===== src/hdl/tcc_regs.vh =====
`ifndef TCC_REGS_VH
`define TCC_REGS_VH
// Behaviour
// - With forced calibration off, calibrate after each normal end only.
// - With forced calibration on, calibrate after every attempt.
// - Parity enable (bit 6) clear holds each result parity bit at zero.
// - Parity enable set makes each result word even parity.
// - Launch pulse is a rising edge with bit 5 low, falling with it high.
// - Stop edge bit 4 picks the stop input edge that ends an interval.
// - Start edge bit 3 picks the start input edge that begins one.
// - Range code 00 is the short range, 01 the long; 10 and 11 reserved.
// - The begin bit (bit 0) clears itself when the run completes.
// - Writing 1 to the begin bit clears status and zeroes results; it launches only when idle.
// - Second config register at 01h resets to 40h with three fields.
// - Second calibration span is 2, 10, 20 or 40 clock periods.
// - Averaging field selects 1 to 128 cycles as a power of two.
// - Stop field selects one to five stops; codes above 100 mean one.

// Register addresses.
`define TCC_ADDR_CONFIG_FIRST  6'h00
`define TCC_ADDR_CONFIG_SECOND 6'h01

// Reset values.
`define TCC_RST_CONFIG_FIRST   8'h00
`define TCC_RST_CONFIG_SECOND  8'h40

// Field positions in the first config register.
`define TCC_BIT_FORCE_CAL      7
`define TCC_BIT_PARITY_EN      6
`define TCC_BIT_LAUNCH_POL     5
`define TCC_BIT_STOP_EDGE      4
`define TCC_BIT_START_EDGE     3
`define TCC_RANGE_HI           2
`define TCC_RANGE_LO           1
`define TCC_BIT_BEGIN          0

// Field positions in the second config register.
`define TCC_SPAN_HI            7
`define TCC_SPAN_LO            6
`define TCC_AVG_HI             5
`define TCC_AVG_LO             3
`define TCC_STOPS_HI           2
`define TCC_STOPS_LO           0

// Range codes.
`define TCC_RANGE_SHORT        2'h0
`define TCC_RANGE_LONG         2'h1

// Stop code limit and the single stop value.
`define TCC_STOPS_MAX_CODE     3'h4
`define TCC_STOPS_ONE          3'h1

// Calibration spans in clock periods.
`define TCC_SPAN_0             6'h02
`define TCC_SPAN_1             6'h0a
`define TCC_SPAN_2             6'h14
`define TCC_SPAN_3             6'h28

// Launch pulse width in clock cycles.
`define TCC_LAUNCH_CYCLES      4'h2
`endif


===== src/hdl/tcc_config_control.v =====
`timescale 1ns/1ps
`include "tcc_regs.vh"
module tcc_config_control #(
  parameter RES_W = 24,
  parameter N_RES = 13
) (
  // Clock and reset.
  input  wire                   clk_in,
  input  wire                   sys_rst_in,
  // Register access from the serial front end.
  input  wire                   wr_en_in,
  input  wire [5:0]             addr_in,
  input  wire [7:0]             wdata_in,
  output reg  [7:0]             rdata_out,
  // Measurement pins.
  input  wire                   start_pin_in,
  input  wire                   stop_pin_in,
  output reg                    launch_pulse_out,
  // Measurement core handshake.
  input  wire                   meas_done_in,
  input  wire                   meas_abort_in,
  input  wire                   cal_done_in,
  input  wire [N_RES*RES_W-1:0] raw_result_in,
  input  wire                   raw_valid_in,
  output reg                    start_event_out,
  output reg                    stop_event_out,
  output reg                    cal_run_out,
  output reg                    status_clear_out,
  output reg  [1:0]             timing_range_select_out,
  output reg  [5:0]             second_cal_span_out,
  output reg  [7:0]             averaging_count_out,
  output reg  [2:0]             stop_count_out,
  output reg                    busy_out,
  output reg  [N_RES*RES_W-1:0] result_out
);

  ////////////////////////////////////////////////////////////////////////////
  // Configuration registers and measurement state.
  localparam ST_IDLE = 2'h0;
  localparam ST_RUN  = 2'h1;
  localparam ST_CAL  = 2'h2;

  reg [7:0]             config_first;
  reg [7:0]             config_second;
  reg [1:0]             state;
  reg [3:0]             launch_cnt;
  reg                   start_q;
  reg                   stop_q;
  reg [N_RES*RES_W-1:0] result_raw;
  wire [N_RES*RES_W-1:0] result_par;
  wire                  begin_wr;
  wire                  parity_en;
  wire                  launch_pol;

  assign begin_wr = wr_en_in && addr_in == `TCC_ADDR_CONFIG_FIRST &&
                    wdata_in[`TCC_BIT_BEGIN];
  assign parity_en = config_first[`TCC_BIT_PARITY_EN];
  // A write to the first config register moves the idle level at once, so a
  // launch that also flips the polarity still shows a clean leading edge.
  assign launch_pol = (wr_en_in && addr_in == `TCC_ADDR_CONFIG_FIRST) ?
                      wdata_in[`TCC_BIT_LAUNCH_POL] :
                      config_first[`TCC_BIT_LAUNCH_POL];

  ////////////////////////////////////////////////////////////////////////////
  // Register writes and the self-clearing begin bit.
  always @(posedge clk_in) begin
    if (sys_rst_in) begin
      config_first  <= `TCC_RST_CONFIG_FIRST;
      config_second <= `TCC_RST_CONFIG_SECOND;
    end else begin
      if (wr_en_in && addr_in == `TCC_ADDR_CONFIG_FIRST) begin
        // A written 0 in the begin bit never cancels a running measurement.
        config_first <= {wdata_in[7:1],
                         wdata_in[`TCC_BIT_BEGIN] |
                         (config_first[`TCC_BIT_BEGIN] &&
                          state != ST_IDLE)};
      end else if (state == ST_IDLE && launch_cnt == 4'h0) begin
        config_first[`TCC_BIT_BEGIN] <= 1'b0;
      end
      if (wr_en_in && addr_in == `TCC_ADDR_CONFIG_SECOND) begin
        config_second <= wdata_in;
      end
    end
  end

  ////////////////////////////////////////////////////////////////////////////
  // Run sequencer: launch, wait for end, optional calibration.
  always @(posedge clk_in) begin
    if (sys_rst_in) begin
      state            <= ST_IDLE;
      launch_cnt       <= 4'h0;
      cal_run_out      <= 1'b0;
      status_clear_out <= 1'b0;
      busy_out         <= 1'b0;
    end else begin
      status_clear_out <= begin_wr;
      if (launch_cnt != 4'h0) begin
        launch_cnt <= launch_cnt - 4'h1;
      end
      case (state)
        ST_IDLE: begin
          if (begin_wr) begin
            state      <= ST_RUN;
            launch_cnt <= `TCC_LAUNCH_CYCLES;
            busy_out   <= 1'b1;
          end
        end
        ST_RUN: begin
          if (meas_done_in) begin
            state       <= ST_CAL;
            cal_run_out <= 1'b1;
          end else if (meas_abort_in) begin
            if (config_first[`TCC_BIT_FORCE_CAL]) begin
              state       <= ST_CAL;
              cal_run_out <= 1'b1;
            end else begin
              state    <= ST_IDLE;
              busy_out <= 1'b0;
            end
          end
        end
        ST_CAL: begin
          cal_run_out <= 1'b0;
          if (cal_done_in) begin
            state    <= ST_IDLE;
            busy_out <= 1'b0;
          end
        end
        default: begin
          state <= ST_IDLE;
        end
      endcase
    end
  end

  ////////////////////////////////////////////////////////////////////////////
  // Launch pulse with selectable polarity.
  always @(posedge clk_in) begin
    if (sys_rst_in) begin
      launch_pulse_out <= 1'b0;
    end else begin
      launch_pulse_out <= (launch_cnt != 4'h0) ^ launch_pol;
    end
  end

  ////////////////////////////////////////////////////////////////////////////
  // Start and stop edge detection on the selected edges.
  always @(posedge clk_in) begin
    if (sys_rst_in) begin
      start_q         <= 1'b0;
      stop_q          <= 1'b0;
      start_event_out <= 1'b0;
      stop_event_out  <= 1'b0;
    end else begin
      start_q <= start_pin_in;
      stop_q  <= stop_pin_in;
      start_event_out <= state == ST_RUN &&
        (config_first[`TCC_BIT_START_EDGE] ? (start_q && !start_pin_in)
                                           : (!start_q && start_pin_in));
      stop_event_out <= state == ST_RUN &&
        (config_first[`TCC_BIT_STOP_EDGE] ? (stop_q && !stop_pin_in)
                                          : (!stop_q && stop_pin_in));
    end
  end

  ////////////////////////////////////////////////////////////////////////////
  // Decoded configuration fields for the core.
  always @(posedge clk_in) begin
    if (sys_rst_in) begin
      timing_range_select_out <= `TCC_RANGE_SHORT;
      second_cal_span_out     <= `TCC_SPAN_1;
      averaging_count_out     <= 8'h01;
      stop_count_out          <= `TCC_STOPS_ONE;
    end else begin
      // Reserved range codes fall back to the short range.
      timing_range_select_out <=
        (config_first[`TCC_RANGE_HI:`TCC_RANGE_LO] == `TCC_RANGE_LONG) ?
        `TCC_RANGE_LONG : `TCC_RANGE_SHORT;
      case (config_second[`TCC_SPAN_HI:`TCC_SPAN_LO])
        2'h0:    second_cal_span_out <= `TCC_SPAN_0;
        2'h1:    second_cal_span_out <= `TCC_SPAN_1;
        2'h2:    second_cal_span_out <= `TCC_SPAN_2;
        default: second_cal_span_out <= `TCC_SPAN_3;
      endcase
      averaging_count_out <=
        8'h01 << config_second[`TCC_AVG_HI:`TCC_AVG_LO];
      if (config_second[`TCC_STOPS_HI:`TCC_STOPS_LO] > `TCC_STOPS_MAX_CODE)
        stop_count_out <= `TCC_STOPS_ONE;
      else
        stop_count_out <= config_second[`TCC_STOPS_HI:`TCC_STOPS_LO] +
                          `TCC_STOPS_ONE;
    end
  end

  ////////////////////////////////////////////////////////////////////////////
  // Result capture, cleared on each new run, with parity per word.
  always @(posedge clk_in) begin
    if (sys_rst_in || begin_wr) begin
      result_raw <= {N_RES*RES_W{1'b0}};
    end else if (raw_valid_in) begin
      result_raw <= raw_result_in;
    end
  end

  genvar gi;
  generate
    for (gi = 0; gi < N_RES; gi = gi + 1) begin : g_par
      tcc_parity #(.W(RES_W)) u_par (
        .data_in   (result_raw[gi*RES_W +: RES_W]),
        .enable_in (parity_en),
        .data_out  (result_par[gi*RES_W +: RES_W])
      );
    end
  endgenerate

  always @(posedge clk_in) begin
    if (sys_rst_in) begin
      result_out <= {N_RES*RES_W{1'b0}};
    end else begin
      result_out <= result_par;
    end
  end

  ////////////////////////////////////////////////////////////////////////////
  // Register read data.
  always @(posedge clk_in) begin
    if (sys_rst_in) begin
      rdata_out <= 8'h00;
    end else begin
      case (addr_in)
        `TCC_ADDR_CONFIG_FIRST:  rdata_out <= config_first;
        `TCC_ADDR_CONFIG_SECOND: rdata_out <= config_second;
        default:                 rdata_out <= 8'h00;
      endcase
    end
  end
endmodule


===== src/hdl/tcc_parity.v =====
`timescale 1ns/1ps
// Forces the top bit of a result word so the whole word has even parity.
module tcc_parity #(
  parameter W = 24
) (
  // Data.
  input  wire [W-1:0] data_in,
  input  wire         enable_in,
  output wire [W-1:0] data_out
);
  // Parity bit is zero when disabled, else the xor of the payload bits.
  assign data_out = {enable_in & (^data_in[W-2:0]), data_in[W-2:0]};
endmodule


===== config.mk =====
export PLATFORM = sky130hd
export DESIGN_NAME = tcc_config_control
export DESIGN_NICKNAME = d
export VERILOG_FILES = /design/src/hdl/tcc_config_control.v /design/src/hdl/tcc_parity.v
export VERILOG_INCLUDE_DIRS = /design/src /design/src/hdl
export SDC_FILE = /design/constraint.sdc
export NUM_CORES = 1
export LEC_CHECK = 0
export BUFFER_PORTS_ARGS = -buffer_cell sky130_fd_sc_hd__buf_2
export CORE_AREA = 5 5 264 266
export CTS_CLUSTER_SIZE = 8
export DETAILED_ROUTE_END_ITERATION = 12
export DIE_AREA = 0 0 269 271
export HOLD_SLACK_MARGIN = 0.03
export MAX_ROUTING_LAYER = met4
export PLACE_DENSITY = 0.7
export RECOVER_POWER = 25
export SYNTH_ARGS = -nofsm -noshare
export SYNTH_HDL_FRONTEND = slang
export SYNTH_SLANG_ARGS = --single-unit

===== constraint.sdc =====
create_clock -name clk_in -period 2.41 [get_ports clk_in]
set_clock_uncertainty 0.1 [all_clocks]
set_input_delay 0.482 -clock clk_in [delete_from_list [all_inputs] [get_ports clk_in]]
set_output_delay 0.482 -clock clk_in [all_outputs]
set_load 0.01 [all_outputs]

==> results of run 1 <==
==> layer usage <==
metal / vias to the layer above / wire [µm] / global-route usage (%)
met2: 570 / 35380 / 32.17
li1: 8762 / - / -
met4: 0 / 2798 / 7.925
met1: 8482 / 28120 / 21.40
met3: 177 / 4488 / 5.070
met5: - / 0 / -
==> layout by cell type (no fill, tap or decap), types with 2 or more instances in the layout <==
cell / n
nor2b_1: 291
clkbuf_2: 3
nand3b_1: 3
nor3b_1: 4
nand2b_1: 8
nand3_1: 2
nor3_1: 7
clkinv_16: 3
xnor2_1: 222
a21oi_1: 16
clkbuf_8: 3
clkbuf_1: 2
or2_2: 2
and2_1: 2
o21ai_0: 2
nor2_1: 361
ha_1: 8
xnor3_1: 13
buf_12: 18
xor2_1: 40
clkbuf_16: 95
mux2i_1: 318
o21a_1: 2
dfxtp_1: 665
inv_1: 22
dlygate4sd3_1: 308
nand2_1: 22
diode_2: 7
buf_2: 662
buf_4: 30
conb_1: 2
==> cell families (layout without fill, tap and decap cells) <==
| kind of cell | after synthesis | in the layout |
|---|---|---|
| fa+ha+maj | 8 | 8 |
| xor+xnor | 275 | 275 |
| flops | 665 | 665 |
| buf+inv | 133 | 1148 |
| compound gates | 22 | 22 |
| mux | 318 | 318 |
| other cells | 1 | 9 |
| simple gates | 710 | 710 |
==> registers in the layout, indices dropped and copies added, names as in the netlist <==
signal                   cells
timing_range_select_out      1
second_cal_span_out          4
config_second                8
launch_cnt                   4
launch_pulse_out             1
rdata_out                    8
busy_out                     1
status_clear_out             1
state                        2
averaging_count_out          8
config_first                 8
start_event_out              1
stop_count_out               3
stop_event_out               1
stop_q                       1
start_q                      1
result_out                 312
result_raw                 299
cal_run_out                  1
==> power groups by stage <==
stage               combinational (mW)  sequential [mW]  clock [mW]
floorplan                         2.30             12.1           0
CTS                               3.79             11.9        11.8
global route                      4.10             12.0        12.3
global placement                  3.30             12.1           0
detailed placement                3.33             12.1           0
finish                            3.79             11.9        11.5
==> through the flow <==
step | hold slack, ns | cells | util, %
CTS | 0.03288 | 4021 | 50.24
global placement | 0.3476 | 3610 | 41.84
detailed placement | 0.3491 | 3610 | 41.84
finish | 0.08438 | 4028 | 50.24
global route | 0.04610 | 4027 | 50.24
floorplan | 0.2986 | 2133 | -
==> final cells by class <==
class | instances | share of cell area (%)
Antenna cell | 7 | 0.05219
Clock buffer | 99 | 7.218
Clock inverter | 4 | 0.3169
Inverter | 22 | 0.2461
Multi-Input combinational cell | 1335 | 28.34
Sequential cell | 665 | 39.67
Tap cell | 873 | 3.255
Timing Repair Buffer | 1023 | 20.90
==> worst paths after layout <==
check                                startpoint                                end  cells after the start
setup reg to reg       launch_cnt[0]$_SDFF_PP0_       config_first[0]$_SDFFE_PP0P_                      6
setup / recovery                     sys_rst_in  averaging_count_out[5]$_SDFF_PP0_                      4
hold reg to reg   config_second[0]$_SDFFE_PP0P_       stop_count_out[0]$_SDFF_PP1_                      1
hold / removal               raw_result_in[275]       result_raw[275]$_SDFFE_PP0P_                      3
==> tightest hold or removal path: cells and delay by family <==
kind	cells	cell delay, ns
AND/OR/NAND/NOR	1	0.07
multiplexers	1	0.07
buffers and inverters	1	0.12
==> summary.md, run 1 <==
| Metric | Value |
|---|---|
| Vias/cell | `4.466` |
| Synth Area in Compound Gates | `0.5164%` |
| Synth top cells by count | `dfxtp_1 (665), nor2_1 (361), mux2i_1 (318), nor2b_1 (291), xnor2_1 (222)` |
| First-pass GRT wire length | `106.8 mm` |
| Num CTS Buffers | `93` |
| Largest net degree at the start of global routing | `103` |
| Final hold violations | `0` |
| FMAX | `490.0 MHz` |
| Clock power share | `42.3%` |
| Gate power share | `13.9%` |
| Final Instance Area | `33,560 µm²` |
| Mux cell area share after synthesis | `13.54%` |
| RSZ-0062 raised after global routing | `no` |
| Clk root buf | `clkbuf_16` |
| Sw Share | `23.95%` |
| Count leader, synth | `dfxtp_1` |
| Die height | `271 µm` |
| Final wirelength | `70.79 mm` |
| CTS resizes | `0` |
| Register area share after synthesis | `56.64%` |
| Sequential share of power | `43.8%` |
| Post-synth ARST share | `0%` |
| Post-synth top flop | `dfxtp_1` |
| Largest cells by area after synthesis | `dfxtp_1 (57%), mux2i_1 (14%), xnor2_1 (8.3%)` |
| Vias in the first global route | `19.03k` |
| Row Count | `95` |
| Die X | `269 µm` |
| Critical path's slowest cell | `clkbuf_2` |
| Max Cap Viol | `0` |
| Setup_tns | `0 ns` |
| Area of the multi-input gates | `9512 µm²` |
| Reg2reg setup slack | `0.62 ns` |
| Combinational family with the most area after synthesis | `simple AND/OR/NAND/NOR gates` |
| Tmin final | `2.041 ns` |
| Worst Tran Pin Value | `1.194 ns` |
| Clock latency on the worst-skew pair | `0.62 ns` |
| Drt wl/cell | `17.57 µm` |
| CP delay by family, top | `buffers and inverters` |
| NumNets Final | `3,483` |
| Post-DP HPWL | `48.79 mm` |
| Synth cell types | `34` |
| Initial antenna violation count | `7` |
| # fillers | `5,768` |
| Area Overhead vs Synth | `42.79%` |
| Largest area contributor in the netlist | `dfxtp_1` |
| Share of cells above drive strength 1 | `26.14%` |
| Core area | `66,800 µm²` |
| CP Max Fanout | `47` |
| CTS tree | `built` |
| Drt first pass iters | `5` |
| Pleak | `15.63 nW` |
| Critical-path cell list | `clkbuf_2 -> clkbuf_2 -> nand2b_1 -> nor2_1` |
| Adder-cell share of the synthesized area | `0.4259%` |
| Required @ worst endpoint | `2.81 ns` |
| Grt ovf | `0` |
| Longest Clk Path Bufs | `3` |
| Via count | `17.99k` |
| Most Frequent Cell on Critical Path | `clkbuf_2` |
| Tcrit/Tclk final | `84.68%` |
| Power density cells | `812.4 nW/µm²` |
| WP buf/inv | `2` |
| Worst Setup End Kind | `flop` |
| Setup bufs post-CTS | `0` |
| Yosys reg bits | `665` |
| Worst hold path type | `in2reg` |
| Setup crit start kind | `primary input` |
| Sw power | `6.529 mW` |
| Pint | `20.74 mW` |
| EDFF count, synth | `0` |
| Synth warn | `0` |
| Final setup violation count | `0` |
| Reg clk slew, reported paths | `0.05 ns` |
| Initial Utilization | `35.18%` |
| Avg Cell Area, Syn | `11.02 µm²` |
| H-tree levels | `3` |
| I/O Buffers | `664` |
| DP Worst Slack | `0.1051 ns` |
| Post-Synthesis Cells | `2,132` |
| XOR/XNOR share of the synthesized area | `11.01%` |
| Slew margin rel. | `20.42%` |
| Post-route antenna net violation count | `0` |
| RD Place Congestion | `0.8678` |
| VDD IR max | `585.0 µV` |
| Gr usage total | `19.09%` |
| Hold_buf cts | `308` |
| CP peak stage delay | `0.86 ns` |
| I/O pin cnt | `680` |
| Yosys top cell area share | `56.64%` |
| Setup ws final | `0.3692 ns` |
| DP Area | `27,950 µm²` |
| Total power | `27.26 mW` |
| Register Area | `13,310 µm²` |
| Setup CP Type | `in2reg` |
| Iter 0 DRT Violations | `725` |
| Drc violations | `0` |
| Pins Over Slew Limit | `0` |
| Synth Area in Simple Gates | `14.90%` |
| CTS sink count | `665` |
| Arr. time, crit path | `2.44 ns` |
| Result of the run | `complete, no violations` |
| Total die area | `72,900 µm²` |
| Netlist Area Pre-Place | `23,500 µm²` |
Power figures use the tool's default switching activity.
==> run 2, diff against run 1 <==
Clock period 2.41 ns to 1.9 ns, I/O delays scaled along.
==> run 2 against run 1 <==
  * Die area unchanged
  * Routed wire length increased by 0.36%
  * Non-clock buffer count is 36 higher
  * Critical endpoint is now result_out[218]$_SDFF_PP0_
  * First-iteration DRC count grew 7.7%
  * Via count is 0.89% higher
  * Cell area is 0.97% higher
==> summary.md, run 2 (synthesis results as in run 1) <==
| Metric | Value |
|---|---|
| Result of the run | `complete, no violations` |
| First-pass GRT wire length | `107.1 mm (+0.30%)` |
| Final Instance Area | `33,890 µm² (+0.97%)` |
| Power density cells | `1030 nW/µm² (+27%)` |
| CTS sink count | `665 (unchanged)` |
| FF-to-FF End | `result_out[287]$_SDFF_PP0_` |
| Num CTS Buffers | `94 (+1.1%)` |
| Grt ovf | `0 (unchanged)` |
| Worst Setup End Kind | `flop` |
| Setup crit start kind | `primary input` |
| Iter 0 DRT Violations | `781 (+7.7%)` |
| Final hold violations | `0 (unchanged)` |
| Max Cap Viol | `0 (unchanged)` |
| Final setup violation count | `0 (unchanged)` |
| Cells after DPL | `3,638 (+0.78%)` |
| Worst Tran Pin Value | `1.016 ns (-0.1777 ns)` |
| Tmin final | `1.859 ns` |
| Die height | `271 µm (unchanged)` |
| Biggest register | `result_out` |
| Drt first pass iters | `5 (unchanged)` |
| Post-DP HPWL | `49.69 mm (+1.8%)` |
| Core area | `66,800 µm² (unchanged)` |
| Most common cell after layout, fill and taps aside | `dfxtp_1` |
| WHS Endpoint | `config_first[5]$_SDFFE_PP0N_` |
| Worst hold path type | `in2reg` |
| Area Overhead vs Synth | `44.18%` |
| Min-delay src | `addr_in[1]` |
| Total die area | `72,900 µm² (unchanged)` |
| Crit Reg-Reg Startpoint | `result_raw[266]$_SDFFE_PP0P_` |
| Reg2reg setup slack | `0.18 ns (-0.44 ns)` |
| NumNets Final | `3,520 (+1.1%)` |
| Clk root buf | `clkbuf_16` |
| Longest Clk Path Bufs | `3 (unchanged)` |
| CTS tree | `built` |
| RD Place Congestion | `0.8656 (-0.25%)` |
| Largest net degree at the start of global routing | `60 (-42%)` |
| Arr. time, crit path | `2.19 ns (-0.25 ns)` |
| DP Area | `28,170 µm² (+0.80%)` |
| Vias in the first global route | `19.28k (+1.3%)` |
| Setup CP Type | `in2reg` |
| Required @ worst endpoint | `2.23 ns (-0.58 ns)` |
| Via count | `18.15k (+0.89%)` |
| Biggest regs | `result_out (312), result_raw (299)` |
| RSZ-0062 raised after global routing | `no` |
| FMAX | `537.9 MHz` |
| R2R cell count | `5 (-1)` |
| Vias/cell | `4.464 (about the same)` |
| Drc violations | `0 (unchanged)` |
| I/O Buffers | `664 (unchanged)` |
| I/O pin cnt | `680 (unchanged)` |
| Slew margin rel. | `32.27% (+12 points)` |
| Pins Over Slew Limit | `0 (unchanged)` |
| Row Count | `95 (unchanged)` |
| Pleak | `15.83 nW (+1.3%)` |
| VDD IR max | `828.1 µV (+42%)` |
| Setup bufs post-CTS | `0 (unchanged)` |
| Share of cells above drive strength 1 | `26.73% (+0.59 points)` |
| Clock latency on the worst-skew pair | `0.62 ns (about the same)` |
| Gr usage total | `19.20% (+0.11 points)` |
| Hold Path Stages | `5 (+2)` |
| Final wirelength | `71.05 mm (+0.36%)` |
| Die X | `269 µm (unchanged)` |
| Drt wl/cell | `17.47 µm (-0.58%)` |
| Initial Utilization | `35.18% (unchanged)` |
| Max reg flops | `312 (unchanged)` |
| Post-route antenna net violation count | `0 (unchanged)` |
| Reg clk slew, reported paths | `0.05 ns (about the same)` |
| H-tree levels | `3 (unchanged)` |
| Most frequent cells in the layout | `dfxtp_1 (665), buf_2 (662), nor2_1 (361), mux2i_1 (318), dlygate4sd3_1 (316)` |
| Post-Route Utilization | `50.73% (+0.49 points)` |
| Tcrit/Tclk final | `97.84%` |
| Non-filler instance count after layout | `4,066 (+0.94%)` |
| CP Max Fanout | `50 (+6.4%)` |
| Initial antenna violation count | `7 (unchanged)` |
[run 2: critical path: stages]
cell,delay (ns)
dlygate4sd3_1,0.58
buf_8,0.20
clkbuf_2,0.80
nor2b_1,0.22
[run 2: per-layer routing]
metal  up-vias  part of all wire, %  track usage [%]
met2       601                   49            31.42
met5         -                    0                -
met4         0                  5.6            10.77
li1       8847                    -                -
met3       242                  6.2            4.725
met1      8461                   40            21.38
[run 2: how the worst max path moves through the flow]
stage	from	to	slack, ns	cells after the start
floorplan	addr_in[3]	config_second[6]$_SDFFE_PP1P_	0.02	4
global route	wr_en_in	config_first[2]$_SDFFE_PP0N_	0.004	8
global placement	addr_in[3]	result_raw[51]$_SDFFE_PP0P_	-0.24	9
detailed placement	addr_in[3]	result_raw[50]$_SDFFE_PP0P_	-0.26	9
finish	sys_rst_in	result_out[218]$_SDFF_PP0_	0.04	4
CTS	wr_en_in	config_first[2]$_SDFFE_PP0N_	0.1	8
[run 2: where the power goes]
part	total [mW]	switching [mW]	internal, mW
Sequential	15.1	0.477	14.7
Clock	14.9	5.79	9.09
Combinational	4.88	2.07	2.81
Total	34.9	8.34	26.6
[run 2: area by class of cell]
| type | instances | area, µm² |
|---|---|---|
| Tap cell | 873 | 1092 |
| Multi-Input combinational cell | 1335 | 9523 |
| Sequential cell | 665 | 13310 |
| Timing Repair Buffer | 1059 | 7298 |
| Fill cell | 5717 | 32910 |
| Antenna cell | 6 | 15.01 |
| Clock buffer | 99 | 2434 |
| Clock inverter | 7 | 130.1 |
| Inverter | 22 | 82.58 |
[run 2: metrics by stage]
stage               hold WS (ns)  setup TNS [ns]  power (mW)  setup slack [ns]
floorplan                 0.2986               0       18.31           0.02116
global placement          0.3432          -60.89       19.68           -0.2435
detailed placement        0.3463          -63.21       19.72           -0.2578
CTS                      0.08983               0       35.26           0.09586
global route              0.1430               0       36.39          0.003708
finish                    0.1735               0       34.90           0.04101
[run 2: repair_timing]
| action | CTS | global route |
|---|---|---|
| endpoints found under the hold margin | 328 | 0 |
| hold buffers | 316 | 0 |
| gates resized for setup | 0 | 3 |
| endpoints found under the setup margin | 0 | 1 |
